--- src/verilog/lcdc_regs.svh ---
/*
  Constants of the cursor and display command interpreter: command codes,
  register offsets, field positions, reset value and shift direction codes.
  Assumes inclusion by the interpreter module and by the bench.
*/
`ifndef LCDC_REGS_SVH
`define LCDC_REGS_SVH

// ************************************************************
// command codes
// ************************************************************
`define LCDC_CMD_DISP_OFF 8'h58
`define LCDC_CMD_DISP_ON 8'h59
`define LCDC_CMD_CURSOR_WR 8'h46
`define LCDC_CMD_FORM 8'h5d
`define LCDC_CMD_DIR_BASE 8'h4c
`define LCDC_CMD_MEM_WR 8'h42

// ************************************************************
// register offsets on the read-back port
// ************************************************************
`define LCDC_OFS_DISP_EN 8'h09
`define LCDC_OFS_ATTR 8'h0a
`define LCDC_OFS_CSR_WIDTH 8'h15
`define LCDC_OFS_CSR_HEIGHT 8'h16
`define LCDC_OFS_CURSOR_DIR 8'h17
`define LCDC_OFS_CSR_LO 8'h1c
`define LCDC_OFS_CSR_HI 8'h1d

// ************************************************************
// fields, reset value and direction codes
// ************************************************************
`define LCDC_DISP_EN_BIT 0
`define LCDC_CSR_STYLE_BIT 7
`define LCDC_RST_BYTE 8'h00
`define LCDC_DIR_RIGHT 2'h0
`define LCDC_DIR_LEFT 2'h1
`define LCDC_DIR_UP 2'h2
`define LCDC_DIR_DOWN 2'h3

`endif

--- src/verilog/lcdc_pkg.sv ---
/*
  Types shared by the command interpreter and its write buffer.
  Assumes the constants header is available on the include path.
*/
package lcdc_pkg;

  // command being followed by parameter bytes
  typedef enum logic [2:0] {ST_IDLE, ST_DISP, ST_CURSOR, ST_FORM, ST_MWR} lcdc_state_t;

  typedef logic [1:0] lcdc_dir_t;

endpackage

--- src/verilog/lcdc_wr_if.sv ---
/*
  Display memory write stream between the interpreter and its buffer.
  Assumes one clock shared by both ends.
*/
`timescale 1ns/1ps

interface lcdc_wr_if #(parameter int AW = 16, parameter int DW = 8);
  logic valid;
  logic ready;
  logic [AW-1:0] addr;
  logic [DW-1:0] data;

  modport src (output valid, output addr, output data, input ready);
  modport snk (input valid, input addr, input data, output ready);
endinterface
--- src/verilog/lcdc_cmd_interp.sv ---
/*
  Host command interpreter for display switch, cursor address, cursor shape,
  cursor direction and display memory write commands.
  Assumes host bytes synchronous to core_clk; the line pitch comes from the
  system setup logic elsewhere; display memory accepts writes by valid/ready.
*/
// Operation
// code 58h clears display enable bit 0, code 59h sets it
// first display switch parameter loads attribute; bits 1-0 pick cursor flash
// attribute bits 3-2, 5-4, 7-6 enable first, second/fourth, third blocks
// cursor write 46h: first parameter low byte, second high byte of address
// cursor shape 5Dh: first parameter bits 3-0 give width minus one
// second shape parameter: bits 3-0 height minus one, bit 7 block style
// direction command low two code bits stored as shift direction, 4Ch..4Fh
// memory write 42h stores each byte at cursor, then cursor steps
// host clears text layer with 20h via cursor write and memory write
// host turns display off during setup, back on afterwards
// command byte restarts parameter count; parameters map by position
`timescale 1ns/1ps
`include "lcdc_regs.svh"

module lcdc_cmd_interp
  import lcdc_pkg::*;
#(
  parameter int AW = 16,
  parameter int DW = 8
)(
  input wire logic core_clk,
  input wire logic rstn,
  input wire logic host_valid,
  output logic host_ready,
  input wire logic host_is_cmd,
  input wire logic [7:0] host_data,
  input wire logic [AW-1:0] line_pitch,
  output logic mem_wr_valid,
  input wire logic mem_wr_ready,
  output logic [AW-1:0] mem_wr_addr,
  output logic [DW-1:0] mem_wr_data,
  input wire logic [7:0] rd_addr,
  output logic [7:0] rd_data,
  output logic display_on,
  output logic [1:0] cursor_flash_select,
  output logic [1:0] first_block_attr,
  output logic [1:0] second_fourth_block_attr,
  output logic [1:0] third_block_attr,
  output logic [3:0] cursor_width_field,
  output logic [3:0] cursor_height_field,
  output logic cursor_style_bit,
  output logic [1:0] cursor_dir,
  output logic [AW-1:0] cursor_addr
);

  lcdc_state_t state_reg, state_next;
  logic [3:0] pidx_reg, pidx_next;
  logic [7:0] disp_en_reg, disp_en_next;
  logic [7:0] attr_reg, attr_next;
  logic [7:0] width_reg, width_next;
  logic [7:0] height_reg, height_next;
  logic [7:0] dir_reg, dir_next;
  logic [AW-1:0] cursor_reg, cursor_next;
  logic [7:0] rd_data_reg, rd_data_next;
  logic host_fire, cmd_fire, par_fire;

  lcdc_wr_if #(.AW(AW), .DW(DW)) wr_in ();
  lcdc_wr_if #(.AW(AW), .DW(DW)) wr_out ();

  // ************************************************************
  // cursor stepping
  // ************************************************************
  // up/down move by one line of the virtual screen; wraps at the top
  function automatic logic [AW-1:0] step_addr(input logic [AW-1:0] a,
                                               input lcdc_dir_t d,
                                               input logic [AW-1:0] pitch);
    logic [AW-1:0] r;
    r = a;
    unique case (d)
      `LCDC_DIR_RIGHT: r = a + {{(AW-1){1'b0}}, 1'b1};
      `LCDC_DIR_LEFT: r = a - {{(AW-1){1'b0}}, 1'b1};
      `LCDC_DIR_UP: r = a - pitch;
      `LCDC_DIR_DOWN: r = a + pitch;
    endcase
    return r;
  endfunction

  // ************************************************************
  // host handshake
  // ************************************************************
  // command bytes are never held off; memory data waits for buffer room
  assign host_ready = !(state_reg == ST_MWR && !host_is_cmd && !wr_in.ready);
  assign host_fire = host_valid && host_ready;
  assign cmd_fire = host_fire && host_is_cmd;
  assign par_fire = host_fire && !host_is_cmd;

  // write stream into the two-entry buffer
  assign wr_in.valid = par_fire && state_reg == ST_MWR;
  assign wr_in.addr = cursor_reg;
  assign wr_in.data = host_data;

  // ************************************************************
  // command and parameter decode
  // ************************************************************
  always_comb
  begin
    state_next = state_reg;
    pidx_next = pidx_reg;
    disp_en_next = disp_en_reg;
    attr_next = attr_reg;
    width_next = width_reg;
    height_next = height_reg;
    dir_next = dir_reg;
    cursor_next = cursor_reg;
    if (cmd_fire)
    begin
      pidx_next = 4'h0;
      state_next = ST_IDLE;
      unique case (host_data)
        `LCDC_CMD_DISP_OFF:
        begin
          disp_en_next[`LCDC_DISP_EN_BIT] = 1'b0;
          state_next = ST_DISP;
        end
        `LCDC_CMD_DISP_ON:
        begin
          disp_en_next[`LCDC_DISP_EN_BIT] = 1'b1;
          state_next = ST_DISP;
        end
        `LCDC_CMD_CURSOR_WR: state_next = ST_CURSOR;
        `LCDC_CMD_FORM: state_next = ST_FORM;
        `LCDC_CMD_MEM_WR: state_next = ST_MWR;
        default: state_next = ST_IDLE; // other commands take no parameters; direction codes 4Ch..4Fh are decoded below
      endcase
      if (host_data[7:2] == 6'(`LCDC_CMD_DIR_BASE >> 2))
      begin
        dir_next = {6'h00, host_data[1:0]};
      end
    end
    else if (par_fire)
    begin
      // saturate so an overlong parameter run cannot alias to a field
      if (pidx_reg != 4'hf)
      begin
        pidx_next = pidx_reg + 4'h1;
      end
      unique case (state_reg)
        ST_IDLE: ;
        ST_DISP: if (pidx_reg == 4'h0) attr_next = host_data;
        ST_CURSOR:
        begin
          if (pidx_reg == 4'h0) cursor_next[7:0] = host_data;
          if (pidx_reg == 4'h1) cursor_next[AW-1:8] = host_data[AW-9:0];
        end
        ST_FORM:
        begin
          if (pidx_reg == 4'h0) width_next = {4'h0, host_data[3:0]};
          if (pidx_reg == 4'h1)
          begin
            height_next = {host_data[`LCDC_CSR_STYLE_BIT], 3'h0, host_data[3:0]};
          end
        end
        ST_MWR: cursor_next = step_addr(cursor_reg, dir_reg[1:0], line_pitch);
      endcase
    end
  end

  // read-back of the register file, registered
  always_comb
  begin
    unique case (rd_addr)
      `LCDC_OFS_DISP_EN: rd_data_next = disp_en_reg;
      `LCDC_OFS_ATTR: rd_data_next = attr_reg;
      `LCDC_OFS_CSR_WIDTH: rd_data_next = width_reg;
      `LCDC_OFS_CSR_HEIGHT: rd_data_next = height_reg;
      `LCDC_OFS_CURSOR_DIR: rd_data_next = dir_reg;
      `LCDC_OFS_CSR_LO: rd_data_next = cursor_reg[7:0];
      `LCDC_OFS_CSR_HI: rd_data_next = cursor_reg[AW-1:8];
      default: rd_data_next = 8'h00;
    endcase
  end

  // register state
  always_ff @(posedge core_clk)
  begin
    if (!rstn)
    begin
      state_reg <= ST_IDLE;
      pidx_reg <= 4'h0;
      disp_en_reg <= `LCDC_RST_BYTE;
      attr_reg <= `LCDC_RST_BYTE;
      width_reg <= `LCDC_RST_BYTE;
      height_reg <= `LCDC_RST_BYTE;
      dir_reg <= `LCDC_RST_BYTE;
      cursor_reg <= '0;
      rd_data_reg <= 8'h00;
    end
    else
    begin
      state_reg <= state_next;
      pidx_reg <= pidx_next;
      disp_en_reg <= disp_en_next;
      attr_reg <= attr_next;
      width_reg <= width_next;
      height_reg <= height_next;
      dir_reg <= dir_next;
      cursor_reg <= cursor_next;
      rd_data_reg <= rd_data_next;
    end
  end

  // ************************************************************
  // buffer and outputs
  // ************************************************************
  lcdc_wbuf #(.AW(AW), .DW(DW)) u_wbuf (
    .core_clk(core_clk),
    .rstn(rstn),
    .in_if(wr_in),
    .out_if(wr_out)
  );

  assign mem_wr_valid = wr_out.valid;
  assign wr_out.ready = mem_wr_ready;
  assign mem_wr_addr = wr_out.addr;
  assign mem_wr_data = wr_out.data;
  assign rd_data = rd_data_reg;
  assign display_on = disp_en_reg[`LCDC_DISP_EN_BIT];
  assign cursor_flash_select = attr_reg[1:0];
  assign first_block_attr = attr_reg[3:2];
  assign second_fourth_block_attr = attr_reg[5:4];
  assign third_block_attr = attr_reg[7:6];
  assign cursor_width_field = width_reg[3:0];
  assign cursor_height_field = height_reg[3:0];
  assign cursor_style_bit = height_reg[`LCDC_CSR_STYLE_BIT];
  assign cursor_dir = dir_reg[1:0];
  assign cursor_addr = cursor_reg;

  // ************************************************************
  // assertions
  // ************************************************************
  a_disp_off_clear: assert property (@(posedge core_clk) disable iff (!rstn)
    cmd_fire && host_data == `LCDC_CMD_DISP_OFF |=> !display_on [*1] ##0 state_reg == ST_DISP)
    else $error("display off command did not clear enable");
  a_disp_on_set: assert property (@(posedge core_clk) disable iff (!rstn)
    cmd_fire && host_data == `LCDC_CMD_DISP_ON |=> display_on)
    else $error("display on command did not set enable");
  a_attr_load: assert property (@(posedge core_clk) disable iff (!rstn)
    par_fire && state_reg == ST_DISP && pidx_reg == 4'h0
    |=> cursor_flash_select == $past(host_data[1:0]) && attr_reg == $past(host_data))
    else $error("attribute byte not stored");
  a_block_fields: assert property (@(posedge core_clk) disable iff (!rstn)
    par_fire && state_reg == ST_DISP && pidx_reg == 4'h0
    |=> {third_block_attr, second_fourth_block_attr, first_block_attr} == $past(host_data[7:2]))
    else $error("screen block fields misplaced");
  a_csr_bytes: assert property (@(posedge core_clk) disable iff (!rstn)
    cmd_fire && host_data == `LCDC_CMD_CURSOR_WR ##1 par_fire [*1] ##1 par_fire
    |=> cursor_addr == {$past(host_data[AW-9:0]), $past(host_data, 2)})
    else $error("cursor address bytes in wrong order");
  a_form_width: assert property (@(posedge core_clk) disable iff (!rstn)
    par_fire && state_reg == ST_FORM && pidx_reg == 4'h0
    |=> cursor_width_field == $past(host_data[3:0]) && width_reg[7:4] == 4'h0)
    else $error("cursor width not stored");
  a_form_height: assert property (@(posedge core_clk) disable iff (!rstn)
    par_fire && state_reg == ST_FORM && pidx_reg == 4'h1
    |=> cursor_height_field == $past(host_data[3:0]) && cursor_style_bit == $past(host_data[7]))
    else $error("cursor height or style not stored");
  a_dir_code: assert property (@(posedge core_clk) disable iff (!rstn)
    cmd_fire && host_data[7:2] == 6'h13 |=> cursor_dir == $past(host_data[1:0]))
    else $error("shift direction not taken from code");
  a_mwr_step: assert property (@(posedge core_clk) disable iff (!rstn)
    par_fire && state_reg == ST_MWR
    |-> wr_in.valid && wr_in.addr == cursor_reg
    ##1 cursor_reg == step_addr($past(cursor_reg), $past(dir_reg[1:0]), $past(line_pitch)))
    else $error("memory write or cursor step wrong");
  a_cmd_restart: assert property (@(posedge core_clk) disable iff (!rstn)
    cmd_fire |=> pidx_reg == 4'h0 && (host_ready || state_reg == ST_MWR))
    else $error("command did not restart parameter count");

endmodule

--- src/verilog/lcdc_wbuf.sv ---
/*
  Two-entry buffer for display memory writes, valid/ready on both sides.
  Assumes synchronous active-low reset on the shared core clock.
*/
`timescale 1ns/1ps

module lcdc_wbuf
  import lcdc_pkg::*;
#(
  parameter int AW = 16,
  parameter int DW = 8
)(
  input wire logic core_clk,
  input wire logic rstn,
  lcdc_wr_if.snk in_if,
  lcdc_wr_if.src out_if
);

  logic [AW+DW-1:0] mem_reg [2];
  logic [AW+DW-1:0] mem_next [2];
  logic wptr_reg, wptr_next, rptr_reg, rptr_next;
  logic [1:0] cnt_reg, cnt_next;
  logic push, pop;

  // ************************************************************
  // handshakes
  // ************************************************************
  // full refuses new words, so the source stalls instead of dropping
  assign in_if.ready = (cnt_reg != 2'h2);
  assign out_if.valid = (cnt_reg != 2'h0);
  assign out_if.addr = mem_reg[rptr_reg][AW+DW-1:DW];
  assign out_if.data = mem_reg[rptr_reg][DW-1:0];
  assign push = in_if.valid && in_if.ready;
  assign pop = out_if.valid && out_if.ready;

  // next pointers, count and storage
  always_comb
  begin
    mem_next = mem_reg;
    wptr_next = wptr_reg ^ push;
    rptr_next = rptr_reg ^ pop;
    cnt_next = cnt_reg + {1'b0, push} - {1'b0, pop};
    if (push)
    begin
      mem_next[wptr_reg] = {in_if.addr, in_if.data};
    end
  end

  // storage needs no reset; pointers and count do
  always_ff @(posedge core_clk)
  begin
    mem_reg <= mem_next;
    if (!rstn)
    begin
      wptr_reg <= 1'b0;
      rptr_reg <= 1'b0;
      cnt_reg <= 2'h0;
    end
    else
    begin
      wptr_reg <= wptr_next;
      rptr_reg <= rptr_next;
      cnt_reg <= cnt_next;
    end
  end

endmodule

--- config.mk ---
export PLATFORM = sky130hd
export DESIGN_NAME = lcdc_cmd_interp
export DESIGN_NICKNAME = d
export VERILOG_FILES = /design/src/verilog/lcdc_pkg.sv /design/src/verilog/lcdc_wr_if.sv /design/src/verilog/lcdc_cmd_interp.sv /design/src/verilog/lcdc_wbuf.sv
export VERILOG_INCLUDE_DIRS = /design/src /design/src/verilog
export SDC_FILE = /design/constraint.sdc
export NUM_CORES = 1
export LEC_CHECK = 0
export BUFFER_PORTS_ARGS = -buffer_cell sky130_fd_sc_hd__buf_2
export CELL_PAD_IN_SITES_DETAIL_PLACEMENT = 1
export CELL_PAD_IN_SITES_GLOBAL_PLACEMENT = 1
export CORE_MARGIN = 1.5
export CORE_UTILIZATION = 45
export CTS_CLUSTER_SIZE = 24
export DETAILED_ROUTE_END_ITERATION = 6
export HOLD_SLACK_MARGIN = 0.05
export PLACE_DENSITY = 0.82
export SLEW_MARGIN = 15
export SYNTH_ARGS = -nofsm -noshare
export SYNTH_HDL_FRONTEND = slang
export SYNTH_SLANG_ARGS = --single-unit
--- constraint.sdc ---
create_clock -name core_clk -period 5.2 [get_ports core_clk]
set_clock_uncertainty 0.2 [all_clocks]
set_input_delay 0.52 -clock core_clk [delete_from_list [all_inputs] [get_ports core_clk]]
set_output_delay 0.52 -clock core_clk [all_outputs]
set_load 0.02 [all_outputs]
==> results of run 1 <==
==> cells in the mapped netlist, types with 2 or more instances <==
| library cell | count |
|---|---|
| or3_1 | 6 |
| clkbuf_1 | 17 |
| o21a_1 | 2 |
| and2_1 | 6 |
| xnor2_1 | 11 |
| nor4_2 | 2 |
| o21ai_0 | 34 |
| nor3_1 | 10 |
| nand4b_1 | 2 |
| buf_2 | 2 |
| dfxtp_1 | 55 |
| and3_1 | 2 |
| edfxtp_1 | 48 |
| nand4_1 | 8 |
| nor4b_2 | 2 |
| a21o_1 | 8 |
| a211o_1 | 2 |
| o31ai_1 | 2 |
| ha_1 | 23 |
| a21oi_1 | 41 |
| o211ai_1 | 10 |
| a211oi_1 | 7 |
| a222oi_1 | 4 |
| a32oi_1 | 3 |
| nand2b_1 | 6 |
| mux2_2 | 26 |
| a22oi_1 | 8 |
| nor2b_1 | 25 |
| o211a_1 | 3 |
| a31oi_1 | 15 |
| inv_1 | 26 |
| o311ai_0 | 2 |
| or2_2 | 2 |
| nor4_1 | 3 |
| nor2_1 | 36 |
| buf_1 | 2 |
| nor3b_1 | 3 |
| mux2i_1 | 21 |
| nand2_1 | 52 |
| nand3_1 | 12 |
==> through the flow <==
step	instances	total power, uW	instance area [um2]
2_1_floorplan	568	978	5600
3_3_place_gp	823	1030	6270
3_5_place_dp	823	1040	6270
4_1_cts	839	1660	6550
5_1_grt	839	1700	6550
6_report	839	1650	6550
==> report_power, final <==
part	total [uW]	leakage (uW)	switching [uW]	internal, uW
logic	157	0.00168	89.7	67.7
clock network	631	0.000133	303	328
registers	863	0.000921	16.2	847
total	1650	0.00274	409	1240
==> layout make-up <==
type | instances | area share [%]
clock inverters | 6 | 0.726
clock buffers | 10 | 3.49
flip-flops and latches | 103 | 38.8
multi-input cells | 417 | 43.8
repair buffers | 109 | 8.44
inverters | 26 | 1.49
well taps | 168 | 3.21
==> how the worst min path moves through the flow <==
stage / from / end / slack (ps)
floorplan: pidx_reg[1]$_SDFFE_PP0P_ / pidx_reg[1]$_SDFFE_PP0P_ / 310
global placement: disp_en_reg[0]$_SDFFE_PN0P_ / disp_en_reg[0]$_SDFFE_PN0P_ / 290
detailed placement: disp_en_reg[0]$_SDFFE_PN0P_ / disp_en_reg[0]$_SDFFE_PN0P_ / 310
CTS: host_data[5] / u_wbuf.mem_reg[5]$_DFFE_PP_ / 260
global route: host_data[5] / u_wbuf.mem_reg[29]$_DFFE_PP_ / 260
finish: host_data[5] / u_wbuf.mem_reg[29]$_DFFE_PP_ / 280
==> cells by family (layout without fill, tap and decap cells) <==
| kind of cell | after synthesis | after routing | synth area share [%] |
|---|---|---|---|
| and+or+nand+nor | 184 | 184 | 17.4 |
| AOI/OAI and AO/OA | 151 | 151 | 17.7 |
| DFF | 103 | 103 | 45.4 |
| buffers and inverters | 48 | 151 | 3.33 |
| muxes | 47 | 47 | 8.99 |
| adders and majority gates | 24 | 24 | 5.50 |
| xor gates and xnor gates | 11 | 11 | 1.72 |
==> routing by layer <==
metal | global-route usage (%) | up-vias | part of all wire (%)
met2 | 41.6 | 154 | 48
met4 | 7.50 | 0 | 1.5
met1 | 33.0 | 2361 | 46
met3 | 3.86 | 22 | 5.0
met5 | 0 | - | 0
li1 | - | 2300 | -
==> cells in the final DEF (no fill, tap or decap), types with 3 or more instances in the layout <==
cell type,instances
clkinv_4,3
mux2_2,26
nand2_1,52
nand4_1,8
a22oi_1,8
o211a_1,3
ha_1,22
buf_2,106
mux2i_1,21
inv_1,26
nor2b_1,25
and2_1,6
dfxtp_1,54
o211ai_1,10
a31oi_1,15
nor3_1,10
nand2b_1,6
a32oi_1,3
a21o_1,8
nand3_1,12
edfxtp_1,48
nor4_1,3
or3_1,6
clkbuf_16,9
a222oi_1,4
buf_4,3
nor2_1,36
a21oi_1,41
xnor2_1,11
o21ai_0,34
a211oi_1,7
nor3b_1,3
==> critical path, stage by stage, from the launching register on <==
cell       delay (ps)
dfxtp_1           640
nand2_1           340
o21ai_0           180
a21oi_1           100
ha_1              340
a21o_1            190
o21bai_2          250
a2111oi_1         530
o31ai_1           200
nor4b_2           270
a211o_1           130
==> flow_metrics.tcl, run 1 <==
set metrics [dict create \
    path_clk_slew_ps 70 \
    max_cap_viol_count 0 \
    drt.antenna.violating_nets 0 \
    min_path_type "in2reg" \
    die_height_um 115 \
    ys_ff_latch 103 \
    synthFlopType "dfxtp_1" \
    r2r-start "dir_reg[0]$_SDFFE_PN0P_" \
    grt_pass1_vias 4897 \
    antenna_found_initial 0 \
    fin_util_pct 54.3 \
    die_w_um 115 \
    fin_nets 727 \
    startpoint_type "flip-flop" \
    grt_pass1_wl_mm 25.1 \
    reg2reg_depth 10 \
    drive_above_1_share_pct 24.9 \
    path_class "reg2reg" \
    drc 0 \
    first_pass_iters 5 \
    yosys_warnings 0 \
    avgSynthCellArea_um2 9.86 \
    synth_edf_count 48 \
    r2r-end "cursor_addr[13]$_SDFFE_PN0P_" \
    final-max-slew-violation-count 0 \
    path_max_fanout 16 \
    synth.area.top_cells "edfxtp_1, dfxtp_1, mux2_2" \
    area_delta_synth_final_pct 17.1 \
    core_area_um2 12100 \
    holdPathStages 1 \
    row_count 40 \
    cts_setup_buffers 0 \
    drtIter0Drc 314 \
    fin_crit_sh_pct 65.6 \
    p_per_area_nw_per_um2 252 \
    clk-insertion-delay-late_ps 350 \
    fin_ws_ps 1790 \
    startpoint "dir_reg[0]$_SDFFE_PN0P_" \
    slew_headroom_pct 22.2 \
    nFillCells 1380 \
    synth_area_leader_cell "edfxtp_1" \
    htree_levels 3 \
    setup_viol 0 \
    worstSetupEndpointType "flip-flop" \
    globalRouteTotalUtil_pct 24.8 \
    status "complete, no violations" \
    wl_mm 16.1 \
    max_freq_mhz 293 \
    start_util_pct 46.4 \
    hpwl_mm 12.1 \
    grt.overflow.total 0 \
    place.gp.congestion 0.828 \
    antennaDiodeCount 0 \
    async_reset_ff_share_pct 0 \
    cts_root_buffer "clkbuf_16" \
    fin_crit_ps 3410 \
    synth_top_cell_area_share_pct 25.7 \
    wl_per_cell_um 19.1 \
    hold_viol_final 0 \
    hold-worst-slack_ps 275 \
    grt_start_max_net_pins 47 \
    synth_cell_types 59 \
    dp_worst_setup_slack_ps 1450 \
    p_leak_uw 0.00274 \
    largest_register_ffs 48 \
    rsz0062_at_grt "no" \
    multi_input_area_um2 2870 \
    ff_latch_area_um2 2540 \
    ys_seq_area_share_pct 45.4 \
    ios 107 \
    synth_area_um2 5600 \
    cts_resized 0 \
    r2r_slack_ps 1790 \
    syn-instance-count 568 \
    numClockSinks 103 \
    numCtsBuffers 9 \
    die_area_um2 13100 \
    port_buffers 106 \
    vias 4837 \
    syn-num-nets 629 \
    worst_pin_slew_ps 1160 \
    cts_buffer_depth 2 \
    peakVddDrop_uv 172 \
    worstPathRequired_ps 5300 \
    postCtsHoldBufs 0 \
    crit_end "cursor_addr[13]$_SDFFE_PN0P_" \
    worstPathArrival_ps 3510 \
    viasPerCell 5.77 \
    cts_tree "done" \
    setup_tns_ps 0 \
]
Power figures use the tool's default switching activity.
==> run 2: changes to the inputs <==
--- a/config.mk
+++ b/config.mk
@@ -10,11 +10,11 @@
 export CELL_PAD_IN_SITES_DETAIL_PLACEMENT = 1
 export CELL_PAD_IN_SITES_GLOBAL_PLACEMENT = 1
 export CORE_MARGIN = 1.5
-export CORE_UTILIZATION = 45
+export CORE_UTILIZATION = 39
 export CTS_CLUSTER_SIZE = 24
 export DETAILED_ROUTE_END_ITERATION = 6
 export HOLD_SLACK_MARGIN = 0.05
-export PLACE_DENSITY = 0.82
+export PLACE_DENSITY = 0.75
 export SLEW_MARGIN = 15
 export SYNTH_ARGS = -nofsm -noshare
 export SYNTH_HDL_FRONTEND = slang
==> constraint.sdc (replaced) <==
create_clock -name core_clk -period 2.7 [get_ports core_clk]
set_clock_uncertainty 0.2 [all_clocks]
set_input_delay 0.27 -clock core_clk [delete_from_list [all_inputs] [get_ports core_clk]]
set_output_delay 0.27 -clock core_clk [all_outputs]
set_load 0.02 [all_outputs]
==> flow_metrics.tcl, run 2 (synthesis gave the netlist of run 1 again) <==
set metrics [dict create \
    nFillCells 1596 \
    cts_buffer_depth 2 \
    clk-insertion-delay-late_ps 340 \
    place.gp.congestion 0.893 \
    worstPathArrival_ps 2700 \
    mostFrequentLayoutCell "buf_2" \
    antenna_found_initial 0 \
    max_freq_mhz 374 \
    fin_nets 810 \
    drive_above_1_share_pct 38.9 \
    start_util_pct 40.2 \
    p_per_area_nw_per_um2 429 \
    rsz0062_at_grt "yes" \
    min_path_type "in2reg" \
    path_max_fanout 6 \
    fin_crit_sh_pct 98.9 \
    crit_chain "buf_6 > buf_4 > a21oi_1 > nor2_1 > ha_1 > a21oi_2 > buf_4 > a211oi_4 > buf_4 > or3_1 > a21oi_2 > o22ai_1" \
    largest_register_ffs 48 \
    cts_root_buffer "clkbuf_16" \
    area_delta_synth_final_pct 34.5 \
    first_pass_iters 5 \
    worst_pin_slew_ps 675 \
    status "complete, no violations" \
    setup_viol 0 \
    globalRouteTotalUtil_pct 24.8 \
    grt_pass1_wl_mm 28.7 \
    hold-worst-slack_ps 63.2 \
    die_height_um 123 \
    mostFrequentLayoutCells "buf_2, buf_4, dfxtp_1" \
    cp_common_cell "buf_4" \
    peakVddDrop_uv 277 \
    viasPerCell 5.56 \
    hold_viol_final 0 \
    numClockSinks 103 \
    drc 0 \
    dpl-instance-area_um2 6880 \
    cp_slowest_cell "dfxtp_4" \
    stdcell_area_um2 7530 \
    cts_tree "done" \
    wl_per_cell_um 19.7 \
    cpPeakStageDelay_ps 380 \
    hpwl_mm 14.0 \
    htree_levels 3 \
    max_cap_viol_count 0 \
    grt_pass1_vias 5473 \
    die_w_um 123 \
    antennaDiodeCount 0 \
    drtIter0Drc 358 \
    fin_util_pct 54.0 \
    grt_start_max_net_pins 28 \
    numCtsBuffers 9 \
    path_clk_slew_ps 70 \
    ios 107 \
    worstPathRequired_ps 2730 \
    port_buffers 106 \
    final-max-slew-violation-count 0 \
    setup_tns_ps 0 \
    grt.overflow.total 0 \
    drt.antenna.violating_nets 0 \
    row_count 43 \
    path_class "reg2reg" \
    core_area_um2 13900 \
    slew_headroom_pct 54.8 \
    startpoint_type "flip-flop" \
    p_leak_uw 0.00319 \
    vias 5190 \
    worstSetupEndpointType "flip-flop" \
    wl_mm 18.4 \
    die_area_um2 15100 \
    fin_crit_ps 2670 \
]
==> run 2: cell count changes in the layout (fill, tap and decap cells not counted), moves of 4 or more <==
cell | previous run | this run
a211oi_1 | 7 | 3
a21oi_1 | 41 | 31
a21oi_2 | 0 | 10
buf_4 | 3 | 81
ha_1 | 22 | 17
ha_4 | 0 | 6
inv_1 | 26 | 22
nor2_1 | 36 | 32
o21ai_0 | 34 | 26
o21ai_1 | 0 | 6
==> run 2: path summary, 6_finish.rpt <==
check / cells after the start / start / endpoint / slack (ps)
worst min register to register: 2 / attr_reg[4]$_SDFFE_PN0P_ / attr_reg[4]$_SDFFE_PN0P_ / 340
worst max-delay path: 12 / dir_reg[1]$_SDFFE_PN0P_ / cursor_addr[10]$_SDFFE_PN0P_ / 30
worst max register to register: 12 / dir_reg[1]$_SDFFE_PN0P_ / cursor_addr[10]$_SDFFE_PN0P_ / 30
worst min-delay path: 1 / host_data[4] / u_wbuf.mem_reg[28]$_DFFE_PP_ / 60
==> run 2: power by group <==
group	switching [uW]	internal [uW]
clock network	592	633
logic	213	156
registers	6.42	1630
total	812	2420
==> run 2: metal layers <==
metal | wire length (um) | vias up | GRT usage (%)
met2 | 9070 | 150 | 42.0
met1 | 8000 | 2550 | 31.4
met4 | 533 | 0 | 10.5
li1 | - | 2459 | -
met3 | 828 | 31 | 3.44
met5 | 0 | - | 0
==> run 2: layout make-up <==
| type | count | area (um2) | area share (%) |
|---|---|---|---|
| timing repair buffer | 192 | 1200 | 15.9 |
| inverter | 26 | 104 | 1.38 |
| clock inverter | 6 | 45.0 | 0.598 |
| multi-input combinational | 417 | 3180 | 42.2 |
| tap | 180 | 225 | 2.99 |
| clock buffer | 10 | 229 | 3.04 |
| sequential | 103 | 2550 | 33.9 |
==> run 2: worst max-delay path, delay by kind of cell, from the launching register on <==
family / cells / cell delay (ps)
compound gates: 5 / 650
buf+inv: 4 / 620
fa+ha+maj: 1 / 330
simple gates: 2 / 390
flops: 1 / 380
==> run 2: metrics by stage <==
step	setup WS [ps]	std cells	power, uW
after floorplan	-60.2	568	1880
after global placement	-344	905	2010
after detailed placement	-446	905	2030
after CTS	0.0540	928	3230
after global routing	-139	934	3330
final	28.9	934	3230
==> run 2: what timing repair did <==
| action | in CTS | in global routing |
|---|---|---|
| hold buffers | 2 | 0 |
| endpoints found under the setup margin | 6 | 11 |
| buffers inserted | 5 | 6 |
| pin swaps | 6 | 18 |
| resized for setup | 21 | 41 |
| endpoints found under the hold margin | 4 | 0 |
